File: config.mk
export PLATFORM = sky130hd
export DESIGN_NAME = registered_bus_transceiver
export DESIGN_NICKNAME = d
export VERILOG_FILES = /design/src/registered_bus_transceiver.v /design/src/channel_core.v
export VERILOG_INCLUDE_DIRS = /design/src /design/src/inc
export SDC_FILE = /design/constraint.sdc
export NUM_CORES = 1
export LEC_CHECK = 0
export ABC_AREA = 1
export BUFFER_PORTS_ARGS = -buffer_cell sky130_fd_sc_hd__buf_4
export CORE_UTILIZATION = 24
export DETAILED_ROUTE_END_ITERATION = 16
export HOLD_SLACK_MARGIN = 0.15
export PLACE_DENSITY = 0.45
export REMOVE_ABC_BUFFERS = 1
export SETUP_SLACK_MARGIN = 0.4
export SKIP_LAST_GASP = 1
export SLEW_MARGIN = 20
export SYNTH_ARGS = -nofsm -noshare
export SYNTH_HDL_FRONTEND = slang
export SYNTH_SLANG_ARGS = --single-unit
File: constraint.sdc
create_clock -name clock -period 1.8 [get_ports clock]
set_input_delay 0.54 -clock clock [delete_from_list [all_inputs] [get_ports clock]]
set_output_delay 0.54 -clock clock [all_outputs]
set_load 0.1 [all_outputs]
File: src/inc/rbt_map.vh
`ifndef RBT_MAP_VH
`define RBT_MAP_VH

// ****************************************
// channel geometry
// ****************************************
`define RBT_W 8
`define RBT_NCH 2

// ****************************************
// control pin order inside a channel
// ****************************************
`define RBT_NCTL 6
`define RBT_C_OEN 0
`define RBT_C_DIR 1
`define RBT_C_ACLK 2
`define RBT_C_BCLK 3
`define RBT_C_BSEL 4
`define RBT_C_ASEL 5
`define RBT_CTL_RST 6'h01

// ****************************************
// pin settling after reset
// ****************************************
`define RBT_SETTLE 2'h3
`define RBT_SETTLE_INC 2'h1

// ****************************************
// register map, byte addresses
// ****************************************
`define RBT_OFF_CTRL 8'h00
`define RBT_OFF_STATUS 8'h04
`define RBT_OFF_STORE0 8'h08
`define RBT_OFF_STORE1 8'h0c
`define RBT_OFF_COUNT 8'h10
`define RBT_CTRL_EN 0
`define RBT_CTRL_GANG 1
`define RBT_CTRL_RST 2'h0
`define RBT_ZERO 32'h00000000
`define RBT_CNT_ONE 8'h01
`define RBT_CNT_ZERO 8'h00

`endif

File: src/registered_bus_transceiver.v
// Added by the designer: the Wishbone interface to the registers and the register addresses.
`timescale 1ns/1ns
`include "rbt_map.vh"

module registered_bus_transceiver #(
	parameter W = `RBT_W
) (
	input wire clock,
	input wire rst_n,
	input wire cyc_i,
	input wire stb_i,
	input wire we_i,
	input wire [7:0] adr_i,
	input wire [3:0] sel_i,
	input wire [31:0] dat_i,
	output reg [31:0] dat_o,
	output reg ack_o,
	input wire [1:0] outEnableN,
	input wire [1:0] direction,
	input wire [1:0] a_capture_clock,
	input wire [1:0] b_capture_clock,
	input wire [1:0] b_out_source_select,
	input wire [1:0] a_out_source_select,
	input wire [2*W-1:0] portALinesIn,
	output wire [2*W-1:0] portALinesOut,
	output wire [2*W-1:0] portALinesOe,
	input wire [2*W-1:0] portBLinesIn,
	output wire [2*W-1:0] portBLinesOut,
	output wire [2*W-1:0] portBLinesOe
);

	// ****************************************
	// control register
	// ****************************************
	reg [1:0] ctrl_r;
	wire outAllow = ctrl_r[`RBT_CTRL_EN];
	wire gang = ctrl_r[`RBT_CTRL_GANG];

	// ****************************************
	// channel pin bundles
	// ****************************************
	// bit positions come from the map, not from concatenation order
	function [`RBT_NCTL-1:0] bundle;
		input oeN;
		input dir;
		input aClk;
		input bClk;
		input bSel;
		input aSel;
		begin
			bundle = {`RBT_NCTL{1'b0}};
			bundle[`RBT_C_OEN] = oeN;
			bundle[`RBT_C_DIR] = dir;
			bundle[`RBT_C_ACLK] = aClk;
			bundle[`RBT_C_BCLK] = bClk;
			bundle[`RBT_C_BSEL] = bSel;
			bundle[`RBT_C_ASEL] = aSel;
		end
	endfunction

	wire [`RBT_NCTL-1:0] ctl0 = bundle(outEnableN[0], direction[0],
		a_capture_clock[0], b_capture_clock[0],
		b_out_source_select[0], a_out_source_select[0]);
	wire [`RBT_NCTL-1:0] ctl1Own = bundle(outEnableN[1], direction[1],
		a_capture_clock[1], b_capture_clock[1],
		b_out_source_select[1], a_out_source_select[1]);
	// joined mode: the upper half follows the lower half's controls
	wire [`RBT_NCTL-1:0] ctl1 = gang ? ctl0 : ctl1Own;

	// ****************************************
	// channel outputs
	// ****************************************
	wire [W-1:0] aOut0, aOut1, bOut0, bOut1;
	wire aOe0, aOe1, bOe0, bOe1;
	wire [W-1:0] aStore0, aStore1, bStore0, bStore1;
	wire [1:0] valid0, valid1;
	wire aCap0, aCap1, bCap0, bCap1;
	wire [`RBT_NCTL-1:0] lvl0, lvl1;

	// ****************************************
	// lower channel
	// ****************************************
	channel_core #(
		.W(W)
	) u_ch0 (
		.clock(clock),
		.rst_n(rst_n),
		.outAllow(outAllow),
		.ctlPin(ctl0),
		.aIn(portALinesIn[W-1:0]),
		.bIn(portBLinesIn[W-1:0]),
		.aOut_r(aOut0),
		.aOe_r(aOe0),
		.bOut_r(bOut0),
		.bOe_r(bOe0),
		.aStore_r(aStore0),
		.bStore_r(bStore0),
		.storeValid_r(valid0),
		.aCapPulse_r(aCap0),
		.bCapPulse_r(bCap0),
		.ctlLevel_r(lvl0)
	);

	// ****************************************
	// upper channel
	// ****************************************
	channel_core #(
		.W(W)
	) u_ch1 (
		.clock(clock),
		.rst_n(rst_n),
		.outAllow(outAllow),
		.ctlPin(ctl1),
		.aIn(portALinesIn[2*W-1:W]),
		.bIn(portBLinesIn[2*W-1:W]),
		.aOut_r(aOut1),
		.aOe_r(aOe1),
		.bOut_r(bOut1),
		.bOe_r(bOe1),
		.aStore_r(aStore1),
		.bStore_r(bStore1),
		.storeValid_r(valid1),
		.aCapPulse_r(aCap1),
		.bCapPulse_r(bCap1),
		.ctlLevel_r(lvl1)
	);

	// ****************************************
	// pins
	// ****************************************
	// each enable is one flop fanned out across its eight lines
	assign portALinesOut = {aOut1, aOut0};
	assign portBLinesOut = {bOut1, bOut0};
	assign portALinesOe = {{W{aOe1}}, {W{aOe0}}};
	assign portBLinesOe = {{W{bOe1}}, {W{bOe0}}};

	// ****************************************
	// capture counters
	// ****************************************
	// word decode: byte lanes of the address are ignored
	function wordHit;
		input [7:0] adr;
		input [7:0] off;
		begin
			wordHit = ({adr[7:2], 2'b00} == off);
		end
	endfunction

	// order: ch0 a, ch0 b, ch1 a, ch1 b, one byte each
	reg [7:0] cnt0_r, cnt1_r, cnt2_r, cnt3_r;
	wire access = cyc_i & stb_i & ~ack_o;
	wire wrHit = access & we_i;
	wire [7:0] adrWord = {adr_i[7:2], 2'b00};
	wire cntWr = wrHit & wordHit(adr_i, `RBT_OFF_COUNT);
	wire ctrlWr = wrHit & sel_i[0] & wordHit(adr_i, `RBT_OFF_CTRL);
	wire [3:0] cntClr = {4{cntWr}} & sel_i;

	// a capture in the same cycle as a clear still counts
	// counts wrap at the byte width, the carry is dropped on purpose
	function [7:0] cntNext;
		input [7:0] cur;
		input clr;
		input evt;
		reg [8:0] sum;
		begin
			sum = cur + `RBT_CNT_ONE;
			if (clr && evt)
				cntNext = `RBT_CNT_ONE;
			else if (clr)
				cntNext = `RBT_CNT_ZERO;
			else if (evt)
				cntNext = sum[7:0];
			else
				cntNext = cur;
		end
	endfunction

	always @(posedge clock) begin
		if (!rst_n) begin
			cnt0_r <= `RBT_CNT_ZERO;
			cnt1_r <= `RBT_CNT_ZERO;
			cnt2_r <= `RBT_CNT_ZERO;
			cnt3_r <= `RBT_CNT_ZERO;
		end else begin
			cnt0_r <= cntNext(cnt0_r, cntClr[0], aCap0);
			cnt1_r <= cntNext(cnt1_r, cntClr[1], bCap0);
			cnt2_r <= cntNext(cnt2_r, cntClr[2], aCap1);
			cnt3_r <= cntNext(cnt3_r, cntClr[3], bCap1);
		end
	end

	// ****************************************
	// read decode
	// ****************************************
	reg [31:0] rdData;

	always @* begin
		case (adrWord)
		`RBT_OFF_CTRL: begin
			rdData = {30'h0, ctrl_r};
		end
		`RBT_OFF_STATUS: begin
			rdData = {16'h0, lvl1, lvl0, valid1, valid0};
		end
		`RBT_OFF_STORE0: begin
			rdData = {16'h0, bStore0, aStore0};
		end
		`RBT_OFF_STORE1: begin
			rdData = {16'h0, bStore1, aStore1};
		end
		`RBT_OFF_COUNT: begin
			rdData = {cnt3_r, cnt2_r, cnt1_r, cnt0_r};
		end
		default: begin
			// unmapped words still answer, reading zero
			rdData = `RBT_ZERO;
		end
		endcase
	end

	// ****************************************
	// wishbone acknowledge
	// ****************************************
	// one wait state: ack one edge after the request, then dropped
	always @(posedge clock) begin
		if (!rst_n) begin
			ack_o <= 1'b0;
		end else begin
			ack_o <= access;
		end
	end

	// ****************************************
	// wishbone read data
	// ****************************************
	// zero outside a read answer, so no stale word lingers on the bus
	always @(posedge clock) begin
		if (!rst_n) begin
			dat_o <= `RBT_ZERO;
		end else if (access && !we_i) begin
			dat_o <= rdData;
		end else if (!access) begin
			dat_o <= `RBT_ZERO;
		end
	end

	// ****************************************
	// control register write
	// ****************************************
	// outputs stay off until software allows them
	always @(posedge clock) begin
		if (!rst_n) begin
			ctrl_r <= `RBT_CTRL_RST;
		end else if (ctrlWr) begin
			ctrl_r <= dat_i[1:0];
		end
	end
endmodule // registered_bus_transceiver

File: src/channel_core.v
`timescale 1ns/1ns
`include "rbt_map.vh"

module channel_core #(
	parameter W = `RBT_W
) (
	input wire clock,
	input wire rst_n,
	input wire outAllow,
	input wire [`RBT_NCTL-1:0] ctlPin,
	input wire [W-1:0] aIn,
	input wire [W-1:0] bIn,
	output reg [W-1:0] aOut_r,
	output reg aOe_r,
	output reg [W-1:0] bOut_r,
	output reg bOe_r,
	output reg [W-1:0] aStore_r,
	output reg [W-1:0] bStore_r,
	output reg [1:0] storeValid_r,
	output reg aCapPulse_r,
	output reg bCapPulse_r,
	output reg [`RBT_NCTL-1:0] ctlLevel_r
);
	localparam N = `RBT_NCTL + 2 * W;

	// ****************************************
	// pin filter
	// ****************************************
	// a bit moves only once stages two and three agree
	function [N-1:0] agree;
		input [N-1:0] held;
		input [N-1:0] s2;
		input [N-1:0] s3;
		reg [N-1:0] same;
		begin
			same = ~(s2 ^ s3);
			agree = (held & ~same) | (s3 & same);
		end
	endfunction

	reg [N-1:0] s1_r, s2_r, s3_r, held_r;
	reg [1:0] settle_r;
	wire [2:0] settleSum = settle_r + `RBT_SETTLE_INC;
	wire [N-1:0] heldNxt = agree(held_r, s2_r, s3_r);
	wire [N-1:0] heldRst = {{(2*W){1'b0}}, `RBT_CTL_RST};
	wire settled = (settle_r == `RBT_SETTLE);
	wire [W-1:0] aLive = heldNxt[`RBT_NCTL +: W];
	wire [W-1:0] bLive = heldNxt[`RBT_NCTL+W +: W];
	wire [`RBT_NCTL-1:0] c = held_r[`RBT_NCTL-1:0];

	always @(posedge clock) begin
		s1_r <= {bIn, aIn, ctlPin};
		s2_r <= s1_r;
		s3_r <= s2_r;
		if (!rst_n) begin
			held_r <= heldRst;
			settle_r <= 2'h0;
		end else begin
			held_r <= heldNxt;
			if (!settled)
				settle_r <= settleSum[1:0];
		end
	end

	// ****************************************
	// capture
	// ****************************************
	// no edge counts until the filter holds real pin levels
	wire aEdge = settled & heldNxt[`RBT_C_ACLK] & ~c[`RBT_C_ACLK];
	wire bEdge = settled & heldNxt[`RBT_C_BCLK] & ~c[`RBT_C_BCLK];
	// a driven port stores what the channel itself puts out
	wire [W-1:0] aCap = aOe_r ? aOut_r : aLive;
	wire [W-1:0] bCap = bOe_r ? bOut_r : bLive;

	// no reset: contents unknown until the first capture edge
	always @(posedge clock) begin
		if (aEdge)
			aStore_r <= aCap;
		if (bEdge)
			bStore_r <= bCap;
	end

	// ****************************************
	// drive
	// ****************************************
	wire drvOk = outAllow & settled & ~c[`RBT_C_OEN];

	always @(posedge clock) begin
		if (!rst_n) begin
			aOe_r <= 1'b0;
			bOe_r <= 1'b0;
			aOut_r <= {W{1'b0}};
			bOut_r <= {W{1'b0}};
			storeValid_r <= 2'b00;
			aCapPulse_r <= 1'b0;
			bCapPulse_r <= 1'b0;
			ctlLevel_r <= `RBT_CTL_RST;
		end else begin
			aOe_r <= drvOk & ~c[`RBT_C_DIR];
			bOe_r <= drvOk & c[`RBT_C_DIR];
			// registered mux: select changes cannot glitch the pins
			aOut_r <= c[`RBT_C_ASEL] ? bStore_r : bLive;
			bOut_r <= c[`RBT_C_BSEL] ? aStore_r : aLive;
			storeValid_r <= storeValid_r | {bEdge, aEdge};
			aCapPulse_r <= aEdge;
			bCapPulse_r <= bEdge;
			ctlLevel_r <= c;
		end
	end
endmodule // channel_core

Word-level counts from Yosys, hierarchy flattened
Index checks and enable logic that the tools add are counted.
Word-level totals
  register bits after elaboration: 335
  output and inout port bits: 97
  logic and storage cells: 141
Operators by class
  add/sub/neg operators: 6
  eq/ne operators: 7
  multiplexer cells: 24
  bitwise operators: 47
  reductions and logical operators: 16
Operators by type and width (count)
  case mux 32 bit (5 select lines): 1
  AND 22 bit: 4
  NOT 22 bit: 4
  two-way mux 32 bit: 2
  two-way mux 8 bit: 8
  bitwise OR 22 bit: 2
  bitwise XOR 22 bit: 2
  adder 8 x 1 -> 8 bit (second input constant): 4
  AND 1 bit: 22
  == test 6 x 2 -> 1 bit (second input constant): 2
  two-way mux 1 bit: 12
  nonzero test 3 bit: 4
  OR reduction 3 bit: 4
  NOT 1 bit: 10
  zero test 8 bit: 1
  == test 6 x 1 -> 1 bit (second input constant): 1
  == test 6 x 3 -> 1 bit (second input constant): 1
  zero test 6 bit: 1
  two-way mux 6 bit: 1
  logical AND 1 bit: 5
  adder 2 x 1 -> 2 bit (second input constant): 2
  AND 4 bit: 1
  == test 2 bit (second input constant): 2
  bitwise OR 2 bit: 2
  2 further kinds: 2

Logic depth before layout (Yosys ltp)
Gate-level depths: netlist (run 1).
  depth after elaboration: 8
  depth in mapped cells: 9
  mapped depth without buffers: 9

By module
A second synthesis (run 1) with hierarchy kept.
Unflattened totals
  cell total of the unflattened synthesis: 1332
  area, all modules: 11830.1 µm²
By module, submodules not included
  channel_core: instances 2, cells each 406, area each 3995.1 µm², sequential area each 2842.7 µm²
  registered_bus_transceiver: instances 1, cells each 520, area each 3839.9 µm², sequential area each 1341.3 µm²

Worst setup path after synthesis (run 1)
Ideal clock, no wire load.
  path type: register to register
  from: register ack_o
  to: register dat_o[1]
  library setup time: 0.132 ns
  arrival: 1.714 ns
  data required time: 1.668 ns
  setup slack: -0.046 ns
  stages on the path, launching flop included: 7
  buffers on the path: 1
  period minus slack after synthesis: 1.846 ns
  cell sequence: dfxtp_1 > nor2_1 > nand2_1 > clkinv_1 > clkbuf_1 > nand2_1 > a21oi_1
On the way
  word-level cells in the longest chain between the ends: 4
RTL lines
  start: declaration: line registered_bus_transceiver.v:17  | output reg ack_o,
  start signal: assignment: line registered_bus_transceiver.v:229  | ack_o <= access;
  NOT 1 bit (*): line registered_bus_transceiver.v:151  | wire access = cyc_i & stb_i & ~ack_o;
  AND 1 bit (*): line registered_bus_transceiver.v:151
  logical AND 1 bit: line registered_bus_transceiver.v:240  | end else if (access && !we_i) begin
  inequality test 2 x 1 -> 1 bit (no source line) or two-way mux 32 bit (tied branches)
  end signal: assignment: line registered_bus_transceiver.v:239  | dat_o <= `RBT_ZERO;
  end signal: assignment: line registered_bus_transceiver.v:241  | dat_o <= rdData;
  end signal: assignment: line registered_bus_transceiver.v:243  | dat_o <= `RBT_ZERO;
  end: declaration: line registered_bus_transceiver.v:16  | output reg [31:0] dat_o,
Mark *: on every way between the ends. The rest lies on a longest branch, timed or not.
A chain may end at the register's enable or synchronous reset.

Worst setup path in the final report (run 1)
  from: register u_ch1.bOe_r
  to: output port portBLinesOe[11]
RTL lines
  start: declaration: line channel_core.v:16  | output reg bOe_r,
  start signal: assignment: line channel_core.v:100  | bOe_r <= drvOk & c[`RBT_C_DIR];
  end: declaration: line registered_bus_transceiver.v:29  | output wire [2*W-1:0] portBLinesOe
No word-level cell between the ends.

==> results of run 1 <==
[cells in the mapped netlist (all sizes together) (11+ instances only)]
cell / n
a21oi: 91
a2bb2oi: 16
buf: 44
clkbuf: 20
dfxtp: 303
edfxtp: 32
inv: 62
nand2: 172
nand3: 66
nor2: 135
nor3: 11
o21ai: 51
o21bai: 34
o22a: 16
[power by group through the flow]
stage / Clock, uW / Sequential [uW] / Combinational (uW)
floorplan: 0 / 8610 / 348
global placement: 0 / 8230 / 1210
detailed placement: 0 / 8230 / 1220
CTS: 7990 / 8100 / 1490
global route: 8300 / 8140 / 1660
finish: 7710 / 8100 / 1560
[worst paths after layout]
path	to	slack, ns	cells after the start
min reg2reg	u_ch0.s2_r[2]	0.32	0
max	portBLinesOe[11]	0.03	2
min	u_ch1.s1_r[0]	0.20	3
max reg2reg	cnt2_r[2]	0.34	9
[cells in the final DEF, fill, tap and decap left out, types with 6 or more instances in the layout]
| cell type | n |
|---|---|
| buf_6 | 10 |
| o21ai_0 | 50 |
| nor3_1 | 6 |
| dlygate4sd3_1 | 38 |
| nand4_1 | 10 |
| buf_12 | 111 |
| xor2_1 | 10 |
| nand3_1 | 60 |
| dfxtp_1 | 228 |
| nand2_2 | 12 |
| edfxtp_1 | 32 |
| a2bb2oi_1 | 16 |
| nor2_2 | 7 |
| clkbuf_8 | 8 |
| a21oi_1 | 66 |
| o21bai_1 | 34 |
| inv_1 | 57 |
| clkinv_2 | 8 |
| buf_4 | 106 |
| dfxtp_2 | 43 |
| nand2_1 | 141 |
| o22a_1 | 16 |
| a21oi_2 | 25 |
| nor2_1 | 122 |
| nand2_4 | 18 |
| dfxtp_4 | 32 |
| clkbuf_16 | 46 |
[metrics by stage]
stage                     area, sq um   TNS, ns  hold WS, ns
after CTS                       16150         0       0.1649
after global routing            16770  -0.07520       0.1847
after detailed placement        12820   -0.6079       0.3121
after floorplan                 10490   -332.47       0.3096
after global placement          12820   -0.2284       0.3127
final                           16770         0       0.2008
[registers in the layout, summed over array words and instances (netlist names), 8 cells and up, named ones only]
register / count
cnt0_r: 8
cnt1_r: 8
cnt2_r: 8
cnt3_r: 8
dat_o: 32
u_ch0.aOut_r: 8
u_ch0.aStore_r: 8
u_ch0.bOut_r: 8
u_ch0.bStore_r: 8
u_ch0.held_r: 18
u_ch0.s1_r: 22
u_ch0.s2_r: 22
u_ch0.s3_r: 22
u_ch1.aOut_r: 8
u_ch1.aStore_r: 8
u_ch1.bOut_r: 8
u_ch1.bStore_r: 8
u_ch1.held_r: 18
u_ch1.s1_r: 22
u_ch1.s2_r: 22
u_ch1.s3_r: 22
[cell families (layout without fill, tap and decap cells)]
kind of cell               Yosys count  in the layout  synth area share, %
adders and majority gates            6              6               0.6896
muxes                                1              1              0.09195
AOI/OAI and AO/OA                  212            212                11.71
buffers and inverters              131            412                5.942
and+or+nand+nor                    405            405                16.06
xor gates and xnor gates            12             12               0.9654
DFF                                335            335                64.54
[layout make-up]
| cell class | instances | area share, % |
|---|---|---|
| multi-input cells | 636 | 21.54 |
| flip-flops and latches | 335 | 42.95 |
| clock inverters | 13 | 0.4478 |
| inverters | 67 | 1.537 |
| well taps | 592 | 4.418 |
| clock buffers | 56 | 7.187 |
| repair buffers | 276 | 21.93 |
[critical path: cells and delay by family, from the launching register on]
family                 cells  cell delay, ns
DFF                        1            0.37
buffers and inverters      2            0.31
[metal layers]
layer	vias up	track usage, %	wire [um]
li1	4151	-	-
met1	3893	16.02	13760
met2	166	21.23	14680
met3	47	2.916	1414
met4	0	5.272	770
met5	-	0	0
[what timing repair did]
action	4_1_cts	5_1_grt
resized for setup	424	108
gates cloned	4	4
setup endpoints to repair	153	180
setup buffers	16	16
hold endpoints to repair	38	0
pin swaps	5	28
hold buffers	38	0
==> metrics.cfg, run 1 <==
[outcome]
status=completed

[cts]
cts_htree_levels=2
root_buffer=clkbuf_16
cts_tree=built
clockBufferDepth=3
clock_latency_ns=0.54
clkTransAtPathRegs_ns=0.06
cts-buffers-inserted=38
clock-sinks=335

[sta]
final.setup.worst_slack_ns=0.03249
grt_setup_unrepaired=yes
worst_pin_slew_ns=0.4240
finalHoldViolations=0
final_max_slew_viol_count=0
skew_ns=0.01360
setup_viol=0
period_needed_ns=1.768
fmaxAchievable_mhz=565.8
relSlewSlack_pct=71.56
finalCritPeriodShare_pct=98.19

[place]
place_congestion=0.7999
dp_hpwl_um=20060
io_buffers=157
numPlacedInstances=1828
place_worst_setup_slack_ns=-0.05654

[synthesis]
synth_edf_count=32
synth.area.top_cells=dfxtp_1 56%, edfxtp_1 8.8%, nand2_1 5.9%
synth_ff_type=dfxtp_1
netlist.area_leader.share_pct=55.72
yosysWarnings=0
synth_area_sq_um=10890
synth_seq_cells=335
yosys.area.top_type=dfxtp_1
syn_inst=1102
synth.distinct_cells=39
seq_area_frac_synth_pct=64.54
synth.avg_cell_area_sq_um=9.879
synth-async-reset-ratio_pct=0

[layout]
drive_above_1_share_pct=33.77
diodes=0
multiInputGateArea_sq_um=3611
final_util_pct=37.67
instances_no_fill=1975
area_growth_pct=54.01
seqCellArea_sq_um=7201
nets=1453
fillers=4388

[power]
clkPwrFrac_pct=44.4
p_switching_uw=4196
sw_frac_of_total_pct=24.15
combPwrFrac_pct=9.0
p_per_area_nw_per_um2=1036
p_seq_share_pct=46.6
internal-power_uw=13180
p_leak_uw=0.006815
irDropWorstVdd_v=0.0005046
power.total_uw=17380

[worst_setup_path]
crit_path_end_kind=output pin
critPathMaxFanout=5
crit_start=u_ch1.bOe_r
slowest_delay_ns=0.37
crit_top_cell=buf_12
criticalPathCategory=flop to output pin
crit_chain=buf_12 > buf_12
cp_data_required_time_ns=1.26
worstSetupStartpointType=flop
critical_path_arrival_ns=1.23
cpMaxStageDelayCell=dfxtp_4
r2r_start=ack_o

[routing]
drc=0
vias_per_cell=4.181
wl_per_cell_um=15.51
wl_um=30630
vias=8257
postRouteAntennaNets=0
first_pass_iters=5
drtIter0Drc=382

[floorplan]
die_h_um=215.0
fp.dieW_um=215.0
ios=190
core_sq_um=44510
start_util_pct=24.46
rows=77
fp.dieArea_sq_um=46220

[global_routing]
grt_first_pass_wirelength_um=45720
antenna_found_initial=0
gr-total-overflow=0
grt_max_degree=30
grt_usage_pct=12.82
grt_pass1_vias=8257

[worst_hold_path]
min_from=outEnableN[1]
hold_path_class=primary input to flop

[run]
max_cap_violations=0

Power figures use the tool's default switching activity.
==> run 2: changes to the inputs <==
--- a/constraint.sdc
+++ b/constraint.sdc
@@ -3,2 +3,2 @@
 set_output_delay 0.54 -clock clock [all_outputs]
-set_load 0.1 [all_outputs]
+set_load 0.05 [all_outputs]
==> run 2 against run 1 <==
Clock skew about the same. Utilization down 2.5 points. Cell count down 0.25%. Power down 2.0%. Die area unchanged. Global-route usage down 0.27 points. Critical path depth down 1. Combinational power down 22%. Non-clock buffer count down 5.
==> metrics.cfg, run 2 (synthesis results as in run 1) <==
[outcome]
status=completed

[worst_setup_path]
crit_path_end_kind=output pin
endpoint=portBLinesOe[12]
cp.depth=1  ; -1
r2r_start=u_ch1.settle_r[1]
reg2reg_depth=4  ; -5
regToRegSetupSlack_ns=0.44  ; +0.10 ns
crit_chain=buf_6
rr_endpoint=u_ch1.bStore_r[4]
critical_path_arrival_ns=1.16  ; -0.07 ns
crit_family=flip-flops
critPathMaxFanout=9  ; +4
crit_buf_inv=1  ; -1
criticalPathCategory=flop to output pin
cp_data_required_time_ns=1.26  ; about the same
worstSetupStartpointType=flop
crit_start=u_ch1.bOe_r
cpMaxStageDelayCell=dfxtp_4
slowest_delay_ns=0.44  ; +0.07 ns

[sta]
period_needed_ns=1.702  ; -0.06570 ns
grt_setup_unrepaired=yes
final.setup.worst_slack_ns=0.09819  ; +0.06570 ns
fin_tns_setup_ns=0  ; unchanged
setup_viol=0  ; unchanged
finalHoldViolations=0  ; unchanged
fmaxAchievable_mhz=587.6  ; +3.9%
skew_ns=0.01371  ; +0.0001083 ns
finalCritPeriodShare_pct=94.54  ; -3.6 points
final_max_slew_viol_count=0  ; unchanged
worst_pin_slew_ns=0.4207  ; -0.003375 ns
relSlewSlack_pct=71.78  ; +0.23 points

[routing]
drtIter0Drc=399  ; +4.5%
drc=0  ; unchanged
wl_per_cell_um=14.89  ; -4.0%
vias_per_cell=4.135  ; -1.1%
postRouteAntennaNets=0  ; unchanged
wl_um=29340  ; -4.2%
first_pass_iters=5  ; unchanged
vias=8145  ; -1.4%

[worst_hold_path]
hold_path_class=primary input to flop

[floorplan]
rows=77  ; unchanged
die_h_um=215.0  ; unchanged
fp.dieArea_sq_um=46220  ; unchanged
ios=190  ; unchanged
core_sq_um=44510  ; unchanged
fp.dieW_um=215.0  ; unchanged
start_util_pct=24.46  ; unchanged

[global_routing]
gr-total-overflow=0  ; unchanged
grt_usage_pct=12.55  ; -0.27 points
grt_pass1_vias=8139  ; -1.4%
antenna_found_initial=0  ; unchanged
grt_first_pass_wirelength_um=44800  ; -2.0%
grt_max_degree=30  ; unchanged

[layout]
drive_above_1_share_pct=29.83  ; -3.9 points
instances_no_fill=1970  ; -0.25%
regMostFlops=dat_o
final_common_cell=dfxtp_1
largest_reg_flops=32  ; unchanged
area_growth_pct=43.80
final_util_pct=35.17  ; -2.5 points
final_cell_mix=228 x dfxtp_1, 165 x nand2_1, 123 x nor2_1
nets=1448  ; -0.34%
diodes=0  ; unchanged

[place]
numPlacedInstances=1828  ; unchanged
dp_hpwl_um=20060  ; unchanged
place_worst_setup_slack_ns=-0.05654  ; unchanged
place_congestion=0.7999  ; unchanged
io_buffers=157  ; unchanged

[cts]
clkTransAtPathRegs_ns=0.06  ; about the same
cts_tree=built
cts-buffers-inserted=38  ; unchanged
clockBufferDepth=3  ; unchanged
clock-sinks=335  ; unchanged
clock_latency_ns=0.54  ; about the same
root_buffer=clkbuf_16
cts_htree_levels=2  ; unchanged

[power]
p_leak_uw=0.006378  ; -6.4%
p_per_area_nw_per_um2=1088  ; +5.0%
irDropWorstVdd_v=0.0005038  ; -0.16%

[run]
max_cap_violations=0  ; unchanged

run 2: timing repair:
item / in CTS / in global routing
gates resized for setup: 268 / 33
gates cloned: 4 / 1
buffers inserted: 16 / 14
endpoints found under the setup margin: 153 / 178
hold buffers: 38 / 0
pin swaps: 5 / 3
endpoints found under the hold margin: 38 / 0
run 2: metrics by stage:
step | total power, uW | hold WS (ns) | area, sq um
after global routing | 17760 | 0.1846 | 15660
after floorplan | 8729 | 0.3096 | 10490
final | 17030 | 0.2011 | 15660
after detailed placement | 9220 | 0.3121 | 12820
after CTS | 17280 | 0.1649 | 15420
after global placement | 9201 | 0.3127 | 12820
run 2: cell type report:
cell class                      count  area [sq um]
Multi-Input combinational cell    636          3347
Fill cell                        4519         28860
Inverter                           67         255.2
Sequential cell                   335          7168
Timing Repair Buffer              271          2864
Clock buffer                       56          1205
Clock inverter                     13         75.07
Tap cell                          592         740.7
run 2: power breakdown:
group | total (uW) | switching, uW | leakage [uW] | internal, uW
logic | 1220 | 651 | 0.00290 | 564
registers | 8100 | 218 | 0.00284 | 7880
clock network | 7720 | 3060 | 0.000640 | 4660
total | 17000 | 3930 | 0.00638 | 13100
run 2: layer usage:
| layer | vias to the layer above | routed length [um] | track usage (%) |
|---|---|---|---|
| met1 | 3801 | 13380 | 15.95 |
| li1 | 4143 | - | - |
| met5 | - | 0 | 0 |
| met4 | 0 | 674 | 4.894 |
| met3 | 43 | 1471 | 3.001 |
| met2 | 158 | 13810 | 20.49 |
run 2: how the worst min path moves through the flow:
| stage | start | end | slack, ns | cells after the start |
|---|---|---|---|---|
| after floorplan | u_ch0.s1_r[0] | u_ch0.s2_r[0] | 0.31 | 0 |
| after global placement | u_ch0.s1_r[12] | u_ch0.s2_r[12] | 0.31 | 0 |
| after detailed placement | u_ch0.s1_r[19] | u_ch0.s2_r[19] | 0.31 | 0 |
| after CTS | outEnableN[1] | u_ch1.s1_r[0] | 0.16 | 3 |
| after global routing | outEnableN[1] | u_ch1.s1_r[0] | 0.18 | 3 |
| final | outEnableN[1] | u_ch1.s1_r[0] | 0.20 | 3 |
==> run 3: changes to the inputs <==
SETUP_SLACK_MARGIN = unset   (was 0.4)
==> run 3 against run 2 <==
Setup slack worse by 0.028 ns. Clock power barely moved. Utilization fell by 2.6 points. Sequential power down 0.5%. Design area is 7.4% lower. Non-clock buffer count down 35. Worst hold slack hardly changed. Register-to-register slack got worse by 0.13 ns. Via count is 2.9% lower. Clock skew down 0.00075 ns. Largest power group unchanged. Highest routed layer unchanged.
==> metrics.cfg, run 3 (synthesis results as in run 1) <==
[floorplan]
start_util_pct=24.46  ; unchanged
fp.dieArea_sq_um=46220  ; unchanged
die_h_um=215.0  ; unchanged
rows=77  ; unchanged
fp.dieW_um=215.0  ; unchanged
core_sq_um=44510  ; unchanged
ios=190  ; unchanged

[place]
place_congestion=0.7999  ; unchanged
io_buffers=157  ; unchanged
dp_hpwl_um=20060  ; unchanged

[sta]
period_needed_ns=1.730  ; +0.02828 ns
relSlewSlack_pct=72.48  ; +0.69 points
worst_pin_slew_ns=0.4103  ; -0.01033 ns
skew_ns=0.01296  ; -0.0007505 ns
setup_viol=0  ; unchanged
grt_setup_unrepaired=no
finalCritPeriodShare_pct=96.12  ; +1.6 points
fin_tns_setup_ns=0  ; unchanged
finalHoldViolations=0  ; unchanged
final_max_slew_viol_count=0  ; unchanged
fmaxAchievable_mhz=578.0  ; -1.6%

[layout]
final_cell_mix=299 x dfxtp_1, 190 x buf_4, 171 x nand2_1
nets=1413  ; -2.4%
multiInputGateArea_sq_um=3213  ; -4.0%
final_common_cell=dfxtp_1
seqCellArea_sq_um=7037  ; -1.8%
drive_above_1_share_pct=20.92  ; -8.9 points
regMostFlops=dat_o
diodes=0  ; unchanged
fillers=4605  ; +1.9%
final_util_pct=32.55  ; -2.6 points
area_growth_pct=33.09
largest_reg_flops=32  ; unchanged

[cts]
root_buffer=clkbuf_16
clkTransAtPathRegs_ns=0.06  ; about the same
clockBufferDepth=3  ; unchanged
cts_htree_levels=2  ; unchanged
clock_latency_ns=0.53  ; about the same
cts-buffers-inserted=38  ; unchanged
cts_tree=built
clock-sinks=335  ; unchanged

[routing]
wl_um=28000  ; -4.5%
drtIter0Drc=411  ; +3.0%
drc=0  ; unchanged
first_pass_iters=4  ; -1
vias=7912  ; -2.9%
wl_per_cell_um=14.47  ; -2.8%
postRouteAntennaNets=0  ; unchanged
vias_per_cell=4.089  ; -1.1%

[worst_setup_path]
cp_data_required_time_ns=1.26  ; about the same
critical_path_arrival_ns=1.19  ; +0.03 ns
rr_endpoint=cnt2_r[2]
regToRegSetupSlack_ns=0.31  ; -0.13 ns
crit_buf_inv=1  ; unchanged
r2r_start=ack_o
crit_family=flip-flops
cpMaxStageDelayCell=dfxtp_2
worstSetupStartpointType=flop
crit_path_end_kind=output pin
reg2reg_depth=7  ; +3
crit_chain=buf_4
critPathMaxFanout=9  ; unchanged
criticalPathCategory=flop to output pin
slowest_delay_ns=0.43  ; about the same

[worst_hold_path]
worstHoldPathCells=3  ; unchanged
hold_path_class=primary input to flop
worstHoldEndpoint=u_ch1.s1_r[0]
min_from=outEnableN[1]

[global_routing]
grt_pass1_vias=7852  ; -3.5%
globalRouteMet2Util_pct=19.57  ; -0.92 points
grt_usage_pct=12.14  ; -0.41 points
use_met3_pct=2.803  ; -0.20 points
grt.busiest_layer=met2
antenna_found_initial=0  ; unchanged
gr-usage-met1_pct=15.62  ; -0.33 points
grt_first_pass_wirelength_um=43250  ; -3.5%
grt_max_degree=30  ; unchanged
gr-total-overflow=0  ; unchanged

[power]
combPwrFrac_pct=6.2  ; -0.9 points
clkPwrFrac_pct=45.8  ; +0.5 points
p_switching_uw=3826  ; -2.6%
irDropWorstVdd_v=0.0004987  ; -1.0%
power.total_uw=16790  ; -1.4%
sw_frac_of_total_pct=22.79  ; -0.28 points
internal-power_uw=12970  ; -1.0%
p_leak_uw=0.005970  ; -6.4%
p_per_area_nw_per_um2=1159  ; +6.6%
p_seq_share_pct=48.0  ; +0.5 points

[outcome]
status=completed

[run]
max_cap_violations=0  ; unchanged

[run 3: cell type report]
type                       count  share of cell area (%)
timing repair buffer         236                   13.58
clock buffer                  56                   8.316
tap                          592                   5.112
inverter                      67                   1.736
multi-input combinational    636                   22.18
sequential                   335                   48.57
clock inverter                13                  0.5181
[run 3: layer usage]
metal / share of wire (%) / vias up / wire length [um]
met5: 0 / - / 0
met1: 46 / 3648 / 13020
li1: - / 4071 / -
met2: 46 / 150 / 12970
met3: 4.8 / 43 / 1351
met4: 2.4 / 0 / 670
[run 3: repair_timing]
action | in CTS | in global routing
hold endpoints to repair | 38 | 0
setup buffers | 0 | 0
endpoints found under the setup margin | 32 | 16
hold buffers | 38 | 0
gates resized for setup | 4 | 2
[run 3: how the worst max path moves through the flow]
stage	start	endpoint	slack, ns	cells past startpoint
2_1_floorplan	u_ch0.aOe_r	u_ch0.aStore_r[0]	-1.98	1
3_3_place_gp	cyc_i	cnt2_r[2]	-0.03	9
3_5_place_dp	cyc_i	cnt2_r[2]	-0.06	9
4_1_cts	u_ch1.bOe_r	portBLinesOe[13]	0.006	1
5_1_grt	u_ch1.aOe_r	portALinesOe[14]	0.006	1
6_report	u_ch0.aOe_r	portALinesOe[2]	0.07	1
[run 3: power by group through the flow]
stage	Combinational [uW]	Clock (uW)	Sequential [uW]
floorplan	348	0	8380
global placement	975	0	8230
detailed placement	989	0	8230
CTS	1060	7990	8070
global route	1140	8310	8100
finish	1050	7690	8060
[run 3: per-stage QoR]
step	std cells	hold slack (ns)	cell area (sq um)	setup WS (ns)
floorplan	1038	0.3096	10490	-1.982
global placement	1828	0.3127	12820	-0.02880
detailed placement	1828	0.3121	12820	-0.05654
CTS	1935	0.1649	14480	0.006046
global route	1935	0.1846	14490	0.006207
finish	1935	0.2015	14490	0.06991
